## src/hw/etp_pkg.sv

```systemverilog
// Package: register map, field layout and constants of the 8-bit timer/PWM unit
package etp_pkg;
    localparam logic [1:0] ADDR_CONTROL = 2'h0;
    localparam logic [1:0] ADDR_COUNT = 2'h1;
    localparam logic [1:0] ADDR_COMPARE = 2'h2;
    localparam logic [1:0] ADDR_FLAGS = 2'h3;
    localparam int BIT_FORCE = 7;
    localparam int BIT_WGM_HI = 6;
    localparam int BIT_COM_HI = 5;
    localparam int BIT_COM_LO = 4;
    localparam int BIT_WGM_LO = 3;
    localparam int BIT_CS_HI = 2;
    localparam int BIT_FLAG_CMP = 1;
    localparam int BIT_FLAG_OVF = 0;
    localparam logic [1:0] WGM_NORMAL = 2'h0;
    localparam logic [1:0] WGM_PHASE = 2'h1;
    localparam logic [1:0] WGM_CTC = 2'h2;
    localparam logic [1:0] WGM_FAST = 2'h3;
    localparam logic [1:0] COM_OFF = 2'h0;
    localparam logic [1:0] COM_TOGGLE = 2'h1;
    localparam logic [1:0] COM_CLEAR = 2'h2;
    localparam logic [1:0] COM_SET = 2'h3;
    localparam logic [2:0] CS_STOP = 3'h0;
    localparam logic [2:0] CS_DIV1 = 3'h1;
    localparam logic [2:0] CS_DIV8 = 3'h2;
    localparam logic [2:0] CS_DIV64 = 3'h3;
    localparam logic [2:0] CS_DIV256 = 3'h4;
    localparam logic [2:0] CS_DIV1024 = 3'h5;
    localparam logic [2:0] CS_EXT_FALL = 3'h6;
    localparam logic [2:0] CS_EXT_RISE = 3'h7;
    localparam logic [9:0] PRE_MASK8 = 10'h007;
    localparam logic [9:0] PRE_MASK64 = 10'h03f;
    localparam logic [9:0] PRE_MASK256 = 10'h0ff;
    localparam logic [9:0] PRE_MASK1024 = 10'h3ff;
    localparam logic [7:0] CNT_MAX = 8'hff;
    localparam logic [7:0] CNT_BOTTOM = 8'h00;
    localparam logic [7:0] RESET_BYTE = 8'h00;
endpackage

```

## src/hw/etp_timer.sv

```systemverilog
// 8-bit timer/counter with one compare channel and PWM waveform unit
//
// Chosen here: the placing of the registers and the plain strobed port.
`timescale 1ns/1ns
// Notes on behaviour
// - Logic runs on ref_clk; the selected tick is only a clock enable.
// - Force strobe acts only when low waveform bit selects a non-PWM mode.
// - Force strobe write causes an immediate match action on the output.
// - Forced match sets no flag and does not clear the counter.
// - Force bit always reads as zero.
// - Waveform field at bits 6,3: normal, phase PWM, CTC, fast PWM.
// - TOP is 0xff, except compare value in CTC mode.
// - Compare buffered till TOP in PWM; overflow at MAX, phase mode at BOTTOM.
// - Nonzero output mode overrides port; pin drives only with direction set.
// - Non-PWM codes: off, toggle, clear, set on match.
// - Fast PWM: 2 clear on match set at TOP, 3 inverse, 1 reserved.
// - Phase PWM: 2 clear up-match set down-match, 3 inverse, 1 reserved.
// - PWM with compare equal TOP and high mode bit: match ignored, TOP action.
// - Clock select: stop, /1, /8, /64, /256, /1024.
// - Codes 6 and 7 count falling or rising edges of the count pin.
// - External pin clocks the counter even when configured as output.
// - Count register gives direct read and write of the counter.
// - Count write blocks any compare match on the next tick.
// - Compare continuously; match sets compare flag and drives waveform.
// - Fast PWM counts up to MAX then clears to BOTTOM next tick.
// - Phase PWM reverses at MAX and holds MAX for exactly one tick.
// - Compare flag clears on vector acknowledge or software writing one.
module etp_timer (
    // Clock and reset
    input wire logic ref_clk,
    input wire logic rst,
    // Register port
    input wire logic [1:0] reg_addr,
    input wire logic [7:0] reg_wdata,
    input wire logic reg_wr,
    input wire logic reg_rd,
    output logic [7:0] reg_rdata,
    // Interrupt acknowledge from the vector logic
    input wire logic compare_vector_ack,
    input wire logic overflow_vector_ack,
    // Pins
    input wire logic external_count_pin,
    input wire logic port_direction_out,
    input wire logic port_data,
    output logic compare_output_pin,
    output logic compare_output_pin_oe_n,
    // Flags
    output logic compare_match_flag,
    output logic overflow_flag
);
    typedef struct packed {
        logic [1:0] wgm;
        logic [1:0] com;
        logic [2:0] cs;
        logic [7:0] cnt;
        logic [7:0] ocr;
        logic [7:0] ocr_buf;
        logic dir_down;
        logic wave;
        logic block;
        logic ext_prev;
        logic [9:0] pre;
        logic ocf;
        logic tov;
        logic [7:0] rdata;
    } etp_state_t;

    etp_state_t s_q;
    etp_state_t s_d;
    logic tick;
    logic pwm;
    logic [7:0] top;
    logic match;
    logic wr_ctl;
    logic wr_cnt;
    logic wr_ocr;
    logic wr_flg;
    logic force_cmp;
    logic at_top;
    logic ovf_set;
    logic [1:0] wgm_new;

    assign pwm = s_q.wgm[0];
    assign wr_ctl = reg_wr && reg_addr == etp_pkg::ADDR_CONTROL;
    assign wr_cnt = reg_wr && reg_addr == etp_pkg::ADDR_COUNT;
    assign wr_ocr = reg_wr && reg_addr == etp_pkg::ADDR_COMPARE;
    assign wr_flg = reg_wr && reg_addr == etp_pkg::ADDR_FLAGS;
    assign wgm_new = {reg_wdata[etp_pkg::BIT_WGM_HI], reg_wdata[etp_pkg::BIT_WGM_LO]};
    // Force judged against the mode being written, ignored in PWM
    assign force_cmp = wr_ctl && reg_wdata[etp_pkg::BIT_FORCE] && !wgm_new[0];
    assign top = (s_q.wgm == etp_pkg::WGM_CTC) ? s_q.ocr_buf : etp_pkg::CNT_MAX;
    assign match = tick && !s_q.block && s_q.cnt == s_q.ocr_buf;
    // Overflow event, so that a clear in the same cycle loses to it
    assign ovf_set = tick && ((s_q.wgm == etp_pkg::WGM_PHASE)
        ? (s_q.dir_down && s_q.cnt == etp_pkg::CNT_BOTTOM)
        : (s_q.cnt == etp_pkg::CNT_MAX));

    // Prescaler tick select; pin edge seen regardless of pin direction
    always_comb begin
        unique case (s_q.cs)
            etp_pkg::CS_STOP: tick = 1'b0;
            etp_pkg::CS_DIV1: tick = 1'b1;
            etp_pkg::CS_DIV8: tick = (s_q.pre & etp_pkg::PRE_MASK8) == etp_pkg::PRE_MASK8;
            etp_pkg::CS_DIV64: tick = (s_q.pre & etp_pkg::PRE_MASK64) == etp_pkg::PRE_MASK64;
            etp_pkg::CS_DIV256: tick = (s_q.pre & etp_pkg::PRE_MASK256) == etp_pkg::PRE_MASK256;
            etp_pkg::CS_DIV1024: tick = s_q.pre == etp_pkg::PRE_MASK1024;
            etp_pkg::CS_EXT_FALL: tick = s_q.ext_prev && !external_count_pin;
            etp_pkg::CS_EXT_RISE: tick = !s_q.ext_prev && external_count_pin;
        endcase
    end

    always_comb begin
        s_d = s_q;
        at_top = 1'b0;
        s_d.pre = s_q.pre + 10'h001;
        s_d.ext_prev = external_count_pin;
        s_d.block = s_q.block && !tick;
        // Counter sequencing
        if (tick) begin
            unique case (s_q.wgm)
                etp_pkg::WGM_PHASE: begin
                    if (!s_q.dir_down) begin
                        if (s_q.cnt == etp_pkg::CNT_MAX) begin
                            s_d.dir_down = 1'b1;
                            s_d.cnt = s_q.cnt - 8'h01;
                        end else begin
                            s_d.cnt = s_q.cnt + 8'h01;
                        end
                    end else if (s_q.cnt == etp_pkg::CNT_BOTTOM) begin
                        s_d.dir_down = 1'b0;
                        s_d.cnt = s_q.cnt + 8'h01;
                        s_d.tov = 1'b1;
                    end else begin
                        s_d.cnt = s_q.cnt - 8'h01;
                    end
                    at_top = s_q.cnt == etp_pkg::CNT_MAX;
                end
                etp_pkg::WGM_CTC: begin
                    if (s_q.cnt == top) begin
                        s_d.cnt = etp_pkg::CNT_BOTTOM;
                    end else begin
                        s_d.cnt = s_q.cnt + 8'h01;
                    end
                    if (s_q.cnt == etp_pkg::CNT_MAX) begin
                        s_d.tov = 1'b1;
                    end
                end
                default: begin
                    s_d.cnt = s_q.cnt + 8'h01;
                    at_top = s_q.cnt == etp_pkg::CNT_MAX;
                    if (s_q.cnt == etp_pkg::CNT_MAX) begin
                        s_d.tov = 1'b1;
                    end
                end
            endcase
            s_d.dir_down = (s_q.wgm == etp_pkg::WGM_PHASE) ? s_d.dir_down : 1'b0;
        end
        // Compare buffer loads at TOP in PWM, else follows directly
        if (!pwm || (tick && at_top)) begin
            s_d.ocr_buf = s_q.ocr;
        end
        // Waveform unit
        if (match) begin
            s_d.ocf = 1'b1;
        end
        if (force_cmp) begin
            unique case (s_q.com)
                etp_pkg::COM_TOGGLE: s_d.wave = !s_q.wave;
                etp_pkg::COM_CLEAR: s_d.wave = 1'b0;
                etp_pkg::COM_SET: s_d.wave = 1'b1;
                default: s_d.wave = s_q.wave;
            endcase
        end else if (!pwm && match) begin
            unique case (s_q.com)
                etp_pkg::COM_TOGGLE: s_d.wave = !s_q.wave;
                etp_pkg::COM_CLEAR: s_d.wave = 1'b0;
                etp_pkg::COM_SET: s_d.wave = 1'b1;
                default: s_d.wave = s_q.wave;
            endcase
        end else if (pwm && s_q.com[1]) begin
            if (s_q.wgm == etp_pkg::WGM_FAST) begin
                if (tick && at_top) begin
                    s_d.wave = !s_q.com[0];
                end else if (match && s_q.ocr_buf != etp_pkg::CNT_MAX) begin
                    s_d.wave = s_q.com[0];
                end
            end else begin
                // At TOP with compare at MAX the pin takes the down-match level
                if (tick && at_top && s_q.ocr_buf == etp_pkg::CNT_MAX) begin
                    s_d.wave = !s_q.com[0];
                end else if (match && s_q.ocr_buf != etp_pkg::CNT_MAX) begin
                    s_d.wave = s_q.dir_down ? !s_q.com[0] : s_q.com[0];
                end
            end
        end
        // Flag clears; a set in the same cycle wins
        if ((compare_vector_ack || (wr_flg && reg_wdata[etp_pkg::BIT_FLAG_CMP])) && !match) begin
            s_d.ocf = 1'b0;
        end
        if ((overflow_vector_ack || (wr_flg && reg_wdata[etp_pkg::BIT_FLAG_OVF]))
                && !ovf_set) begin
            s_d.tov = 1'b0;
        end
        // Register writes
        if (wr_ctl) begin
            s_d.wgm = wgm_new;
            s_d.com = reg_wdata[etp_pkg::BIT_COM_HI:etp_pkg::BIT_COM_LO];
            s_d.cs = reg_wdata[etp_pkg::BIT_CS_HI:0];
        end
        if (wr_cnt) begin
            s_d.cnt = reg_wdata;
            s_d.block = 1'b1;
        end
        if (wr_ocr) begin
            s_d.ocr = reg_wdata;
        end
        // Read data, one cycle after strobe
        s_d.rdata = etp_pkg::RESET_BYTE;
        if (reg_rd) begin
            unique case (reg_addr)
                etp_pkg::ADDR_CONTROL: s_d.rdata = {1'b0, s_q.wgm[1], s_q.com, s_q.wgm[0],
                    s_q.cs};
                etp_pkg::ADDR_COUNT: s_d.rdata = s_q.cnt;
                etp_pkg::ADDR_COMPARE: s_d.rdata = s_q.ocr;
                etp_pkg::ADDR_FLAGS: s_d.rdata = {6'h00, s_q.ocf, s_q.tov};
            endcase
        end
    end

    always_ff @(posedge ref_clk) begin
        if (rst) begin
            s_q <= '0;
        end else begin
            s_q <= s_d;
        end
    end

    assign reg_rdata = s_q.rdata;
    assign compare_match_flag = s_q.ocf;
    assign overflow_flag = s_q.tov;
    // Pin override when mode nonzero; pin enable follows direction alone
    always_comb begin
        compare_output_pin = (s_q.com != etp_pkg::COM_OFF) ? s_q.wave : port_data;
        compare_output_pin_oe_n = !port_direction_out;
    end

    a_force_no_flag: assert property (@(posedge ref_clk) disable iff (rst)
        (force_cmp && !match && !s_q.ocf) |=> !s_q.ocf) else $error("force set flag");
    a_force_pwm_ignored: assert property (@(posedge ref_clk) disable iff (rst)
        (wr_ctl && wgm_new[0] && pwm && !tick) |=> $stable(s_q.wave))
        else $error("force acted in pwm");
    a_force_read_zero: assert property (@(posedge ref_clk) disable iff (rst)
        (reg_rd && reg_addr == etp_pkg::ADDR_CONTROL) |=> !reg_rdata[etp_pkg::BIT_FORCE])
        else $error("force bit read one");
    a_ctc_clear: assert property (@(posedge ref_clk) disable iff (rst)
        (tick && s_q.wgm == etp_pkg::WGM_CTC && s_q.cnt == top && !reg_wr)
        |=> s_q.cnt == etp_pkg::CNT_BOTTOM) else $error("ctc no clear");
    a_count_write_block: assert property (@(posedge ref_clk) disable iff (rst)
        wr_cnt |=> (s_q.block && !match)) else $error("match after count write");
    a_match_flag: assert property (@(posedge ref_clk) disable iff (rst)
        match |=> s_q.ocf) else $error("match lost flag");
    a_phase_hold_max: assert property (@(posedge ref_clk) disable iff (rst)
        (tick && s_q.wgm == etp_pkg::WGM_PHASE && s_q.cnt == 8'hfe && !s_q.dir_down && !reg_wr)
        |=> s_q.cnt == etp_pkg::CNT_MAX && !s_q.dir_down) else $error("phase max");
    a_fast_wrap: assert property (@(posedge ref_clk) disable iff (rst)
        (tick && s_q.wgm == etp_pkg::WGM_FAST && s_q.cnt == etp_pkg::CNT_MAX && !reg_wr)
        |=> s_q.cnt == etp_pkg::CNT_BOTTOM && s_q.tov) else $error("fast wrap");
    a_stop_holds: assert property (@(posedge ref_clk) disable iff (rst)
        (s_q.cs == etp_pkg::CS_STOP && !reg_wr) |=> $stable(s_q.cnt))
        else $error("stopped counter moved");
    // Counter and flag checks
    a_block_no_match: assert property (@(posedge ref_clk) disable iff (rst)
        s_q.block
        |-> !match)
        else $error("match while blocked");
    a_match_needs_tick: assert property (@(posedge ref_clk) disable iff (rst)
        match
        |-> tick)
        else $error("match without tick");
    a_ovf_set_wins: assert property (@(posedge ref_clk) disable iff (rst)
        ovf_set
        |=> s_q.tov)
        else $error("overflow lost");
    a_phase_ovf_bottom: assert property (@(posedge ref_clk) disable iff (rst)
        (tick && s_q.wgm == etp_pkg::WGM_PHASE && s_q.dir_down && s_q.cnt == etp_pkg::CNT_BOTTOM)
        |=> s_q.tov)
        else $error("phase overflow missed");
    a_ctc_flag: assert property (@(posedge ref_clk) disable iff (rst)
        (tick && s_q.wgm == etp_pkg::WGM_CTC && s_q.cnt == top && !s_q.block)
        |=> s_q.ocf)
        else $error("ctc flag missed");
    // Compare buffer checks
    a_buf_direct: assert property (@(posedge ref_clk) disable iff (rst)
        !pwm
        |=> s_q.ocr_buf == $past(s_q.ocr))
        else $error("compare buffer not direct");
    a_buf_held_pwm: assert property (@(posedge ref_clk) disable iff (rst)
        (pwm && !(tick && at_top))
        |=> $stable(s_q.ocr_buf))
        else $error("compare buffer moved in pwm");
    // Pin and read port checks
    a_oe_follows_dir: assert property (@(posedge ref_clk) disable iff (rst)
        1'b1
        |-> compare_output_pin_oe_n == !port_direction_out)
        else $error("pin enable wrong");
    a_pin_port_off: assert property (@(posedge ref_clk) disable iff (rst)
        (s_q.com == etp_pkg::COM_OFF)
        |-> compare_output_pin == port_data)
        else $error("pin not port when off");
    a_rdata_idle: assert property (@(posedge ref_clk) disable iff (rst)
        !reg_rd
        |=> reg_rdata == etp_pkg::RESET_BYTE)
        else $error("read data without read");
    // Waveform checks
    a_nonpwm_toggle: assert property (@(posedge ref_clk) disable iff (rst)
        (match && !pwm && s_q.com == etp_pkg::COM_TOGGLE && !reg_wr)
        |=> s_q.wave != $past(s_q.wave))
        else $error("toggle missed");
    a_fast_top_set: assert property (@(posedge ref_clk) disable iff (rst)
        (tick && s_q.wgm == etp_pkg::WGM_FAST && s_q.com[1] && at_top && !reg_wr)
        |=> s_q.wave == !$past(s_q.com[0]))
        else $error("fast top action missed");
    a_phase_top_max: assert property (@(posedge ref_clk) disable iff (rst)
        (tick && s_q.wgm == etp_pkg::WGM_PHASE && s_q.com[1] && at_top
            && s_q.ocr_buf == etp_pkg::CNT_MAX && !reg_wr)
        |=> s_q.wave == !$past(s_q.com[0]))
        else $error("phase top action missed");
    a_phase_down_match: assert property (@(posedge ref_clk) disable iff (rst)
        (match && s_q.wgm == etp_pkg::WGM_PHASE && s_q.com[1] && s_q.dir_down
            && s_q.ocr_buf != etp_pkg::CNT_MAX && !reg_wr)
        |=> s_q.wave == !$past(s_q.com[0]))
        else $error("phase down match missed");
endmodule // etp_timer

```

## config.mk

```make
export PLATFORM = sky130hd
export DESIGN_NAME = etp_timer
export DESIGN_NICKNAME = d
export VERILOG_FILES = /design/src/hw/etp_pkg.sv /design/src/hw/etp_timer.sv
export SDC_FILE = /design/constraint.sdc
export NUM_CORES = 1
export LEC_CHECK = 0
export BUFFER_PORTS_ARGS = -buffer_cell sky130_fd_sc_hd__buf_4
export CORE_ASPECT_RATIO = 2
export CORE_MARGIN = 2
export CORE_UTILIZATION = 59
export DETAILED_ROUTE_END_ITERATION = 12
export PLACE_DENSITY = 0.79
export SYNTH_ARGS = -nofsm -noshare
export SYNTH_HDL_FRONTEND = slang
export SYNTH_SLANG_ARGS = --single-unit
export TNS_END_PERCENT = 20
```

## constraint.sdc

```tcl
create_clock -name ref_clk -period 3.6 [get_ports ref_clk]
set_clock_uncertainty 0.2 [all_clocks]
set_input_delay 0.72 -clock ref_clk [delete_from_list [all_inputs] [get_ports ref_clk]]
set_output_delay 0.72 -clock ref_clk [all_outputs]
set_load 0.01 [all_outputs]
```

==> impl_results.md <==
* Total track usage at 29.0%
* First-pass GRT wire length at 13200 um
* Cell Area, Synth at 3100 sq um
* Most common cell in the synthesized netlist: dfxtp_1
* Async S/R FF share, synth at 0%
* N_diodes at 0
* Die area at 5880 sq um
* Vias/cell at 6.16
* Worst Path Required at 3.60 ns
* Yosys top cell area share at 35.5%
* CP startpoint: s_q[10]
* Register area share after synthesis at 35.5%
* Number of synthesized flops with an enable pin at 0
* Setup Buffers After CTS at 0
* Worst Max-Slew Pin Slew at 0.908 ns
* Fin crit share at 84.3%
* Worst slack at placement at 0.563 ns
* Maximum vdd drop at 390 uV
* R2r endpoint: s_q[24]
* Register bit total from synthesis at 55
* Worst r2r path cells at 9
* TNS Setup at 0 ns
* CTS Buffer Depth at 2
* RD Place Congestion at 0.922
* Total Wirelength at 8190 um
* Root buffer cell: clkbuf_8
* First-pass DRT Iterations at 4
* Initial antenna violation count at 0
* CTS Buf Count at 5
* Startpoint Class: flip-flop
* Largest cells by area after synthesis: dfxtp_1, nor2_1, mux2i_1
* Layout Utilization at 66.7%
* Yosys cell types at 58
* IO Count at 31
* HP Class: flip-flop to flip-flop
* Die Ht at 106 um
* Routed via count at 2741
* Critical path type: flip-flop to flip-flop
* Max_cap viols at 0
* Final slew viol count at 0
* WL/cell at 18.4 um
* Syn Area/Cell at 8.29 sq um
* Placed Instances at 437
* Setup violators final at 0
* Violation count after the first detailed-route iteration at 109
* Commonest cells in the netlist: dfxtp_1, nor2_1, nand2_1
* Fmax at 330 MHz
* Post-CTS Resized at 0
* DR DRC count at 0
* Chip width at 55.3 um
* P&R area growth vs syn at 9.65%
* Ratio of cells with drive above 1 in the final layout at 13.4%
* Peak fanout along the critical path at 10
* Core area at 5090 sq um
* Syn_nets at 402
* Port buffer count at 30
* Cell accounting for the most synthesized area: dfxtp_1
* Slew margin rel. at 38.9%
* Clk_lat worst skew at 0.32 ns
* Worst r2r src: s_q[10]
* CTS sink count at 55
* Row count at 37
* Final ANT Viol Nets at 0
* Leak at 1.33 nW
* Final Non-Filler Cells at 445
* Synthesis warning total at 0
* DP HPWL at 6190 um
* R2R setup slack at 0.57 ns
* Final Critical Period at 3.03 ns
* Most frequently used flop master after synthesis: dfxtp_1
* Worst-path clk slew at 0.10 ns
* Nets at 414
* Post-CTS Hold Fix Bufs at 0
* Hold_sp: s_q[10]
* RSZ-0062 raised after global routing: no
* Power per Cell Area at 374 nW/um^2
* Largest net degree at the start of global routing at 51
* Final Total Pwr at 1.27 mW
* Number of global-route vias before repair at 2655
* H-tree levels at 2
* Status: finished, final reports clean
* Critical path data arrival time at 3.03 ns
* Cell count after synthesis at 374
* CP endpoint: s_q[24]
* PnR worst setup slack at 0.566 ns
* Final hold vios at 0
* Crit. End Element: flip-flop
* Starting Density at 60.9%
* CTS tree: done
* GRT overflow at 0
==> kinds of logic after synthesis <==
family | share of synthesized area (%)
XOR/XNOR | 5.09
multiplexers | 8.28
buffers and inverters | 6.06
flip-flops | 35.5
AND/OR/NAND/NOR | 25.7
AO/OA/AOI/OAI | 15.7
adder cells (fa/ha/maj) | 3.63
==> metrics by stage <==
stage | hold WS (ns) | area [sq um]
floorplan | 0.226 | 3100
global placement | 0.258 | 3280
detailed placement | 0.266 | 3280
CTS | 0.280 | 3400
global route | 0.302 | 3400
finish | 0.275 | 3400
==> cell type report <==
cell class / instances / area (sq um)
Tap cell: 58 / 72.6
Fill cell: 452 / 1690
Clock inverter: 2 / 38.8
Inverter: 12 / 45.0
Clock buffer: 6 / 82.6
Timing Repair Buffer: 33 / 248
Sequential cell: 55 / 1100
Multi-Input combinational cell: 279 / 1810
==> state kept, by name (all words and copies together), names as in the netlist <==
signal and cells:
overflow_flag 1, compare_match_flag 1, s_q 44, pwm 1, reg_rdata 8
==> critical path: stages (launching register included) <==
cell and delay (ns):
dfxtp_1 0.39, ha_1 0.24, ha_1 0.17, nand2_1 0.06, mux2_2 0.26, a21oi_1 0.40
nor2_1 0.30, o21ai_2 0.58, mux2i_1 0.26, nor2_1 0.05
==> per-layer routing <==
metal | up-vias | wire length [um] | track usage, %
met2 | 69 | 4420 | 52.7
met4 | 0 | 485 | 20.7
li1 | 1336 | - | -
met5 | - | 0 | 0
met3 | 29 | 282 | 3.53
met1 | 1307 | 3010 | 29.7
==> how the worst min path moves through the flow <==
stage / endpoint / slack, ns / depth (start not counted)
2_1_floorplan: s_q[10] / 0.23 / 1
3_3_place_gp: s_q[10] / 0.26 / 1
3_5_place_dp: s_q[39] / 0.27 / 2
4_1_cts: s_q[39] / 0.28 / 2
5_1_grt: s_q[38] / 0.30 / 2
6_report: s_q[10] / 0.27 / 1
==> cell usage in the layout (no fill, tap or decap), types with 2 or more instances in the layout <==
cell / Yosys / final
clkbuf_8: 0 / 6
xnor2_1: 12 / 12
nor3b_1: 4 / 4
nor3_1: 12 / 12
or3_1: 2 / 2
nand2_1: 29 / 29
nand3_1: 15 / 15
xor2_1: 6 / 6
ha_1: 9 / 9
nand2b_1: 4 / 4
nor4_1: 5 / 5
nor4b_1: 3 / 3
a211o_1: 3 / 3
and2_1: 2 / 2
mux4_2: 2 / 2
a21oi_1: 23 / 23
buf_4: 9 / 33
nor2b_1: 9 / 9
dfxtp_1: 55 / 55
mux2i_1: 20 / 20
o22ai_1: 3 / 3
and3_1: 5 / 5
o221ai_1: 2 / 2
a32oi_1: 2 / 2
o2111ai_1: 2 / 2
o21ai_2: 2 / 2
nor2_1: 54 / 54
a211oi_1: 3 / 3
o21a_1: 3 / 3
a31o_1: 2 / 2
o21ai_0: 5 / 5
o211ai_1: 3 / 3
nand4_1: 8 / 8
inv_1: 12 / 12
nand3b_1: 2 / 2
a21o_1: 3 / 3
==> where the power goes <==
group	leakage, nW	switching [mW]	total (mW)	internal [mW]
clock network	0.0618	0.211	0.440	0.229
registers	0.446	0.0294	0.656	0.626
logic	0.821	0.101	0.175	0.0749
total	1.33	0.341	1.27	0.930
(Power assumes the default switching activity.)
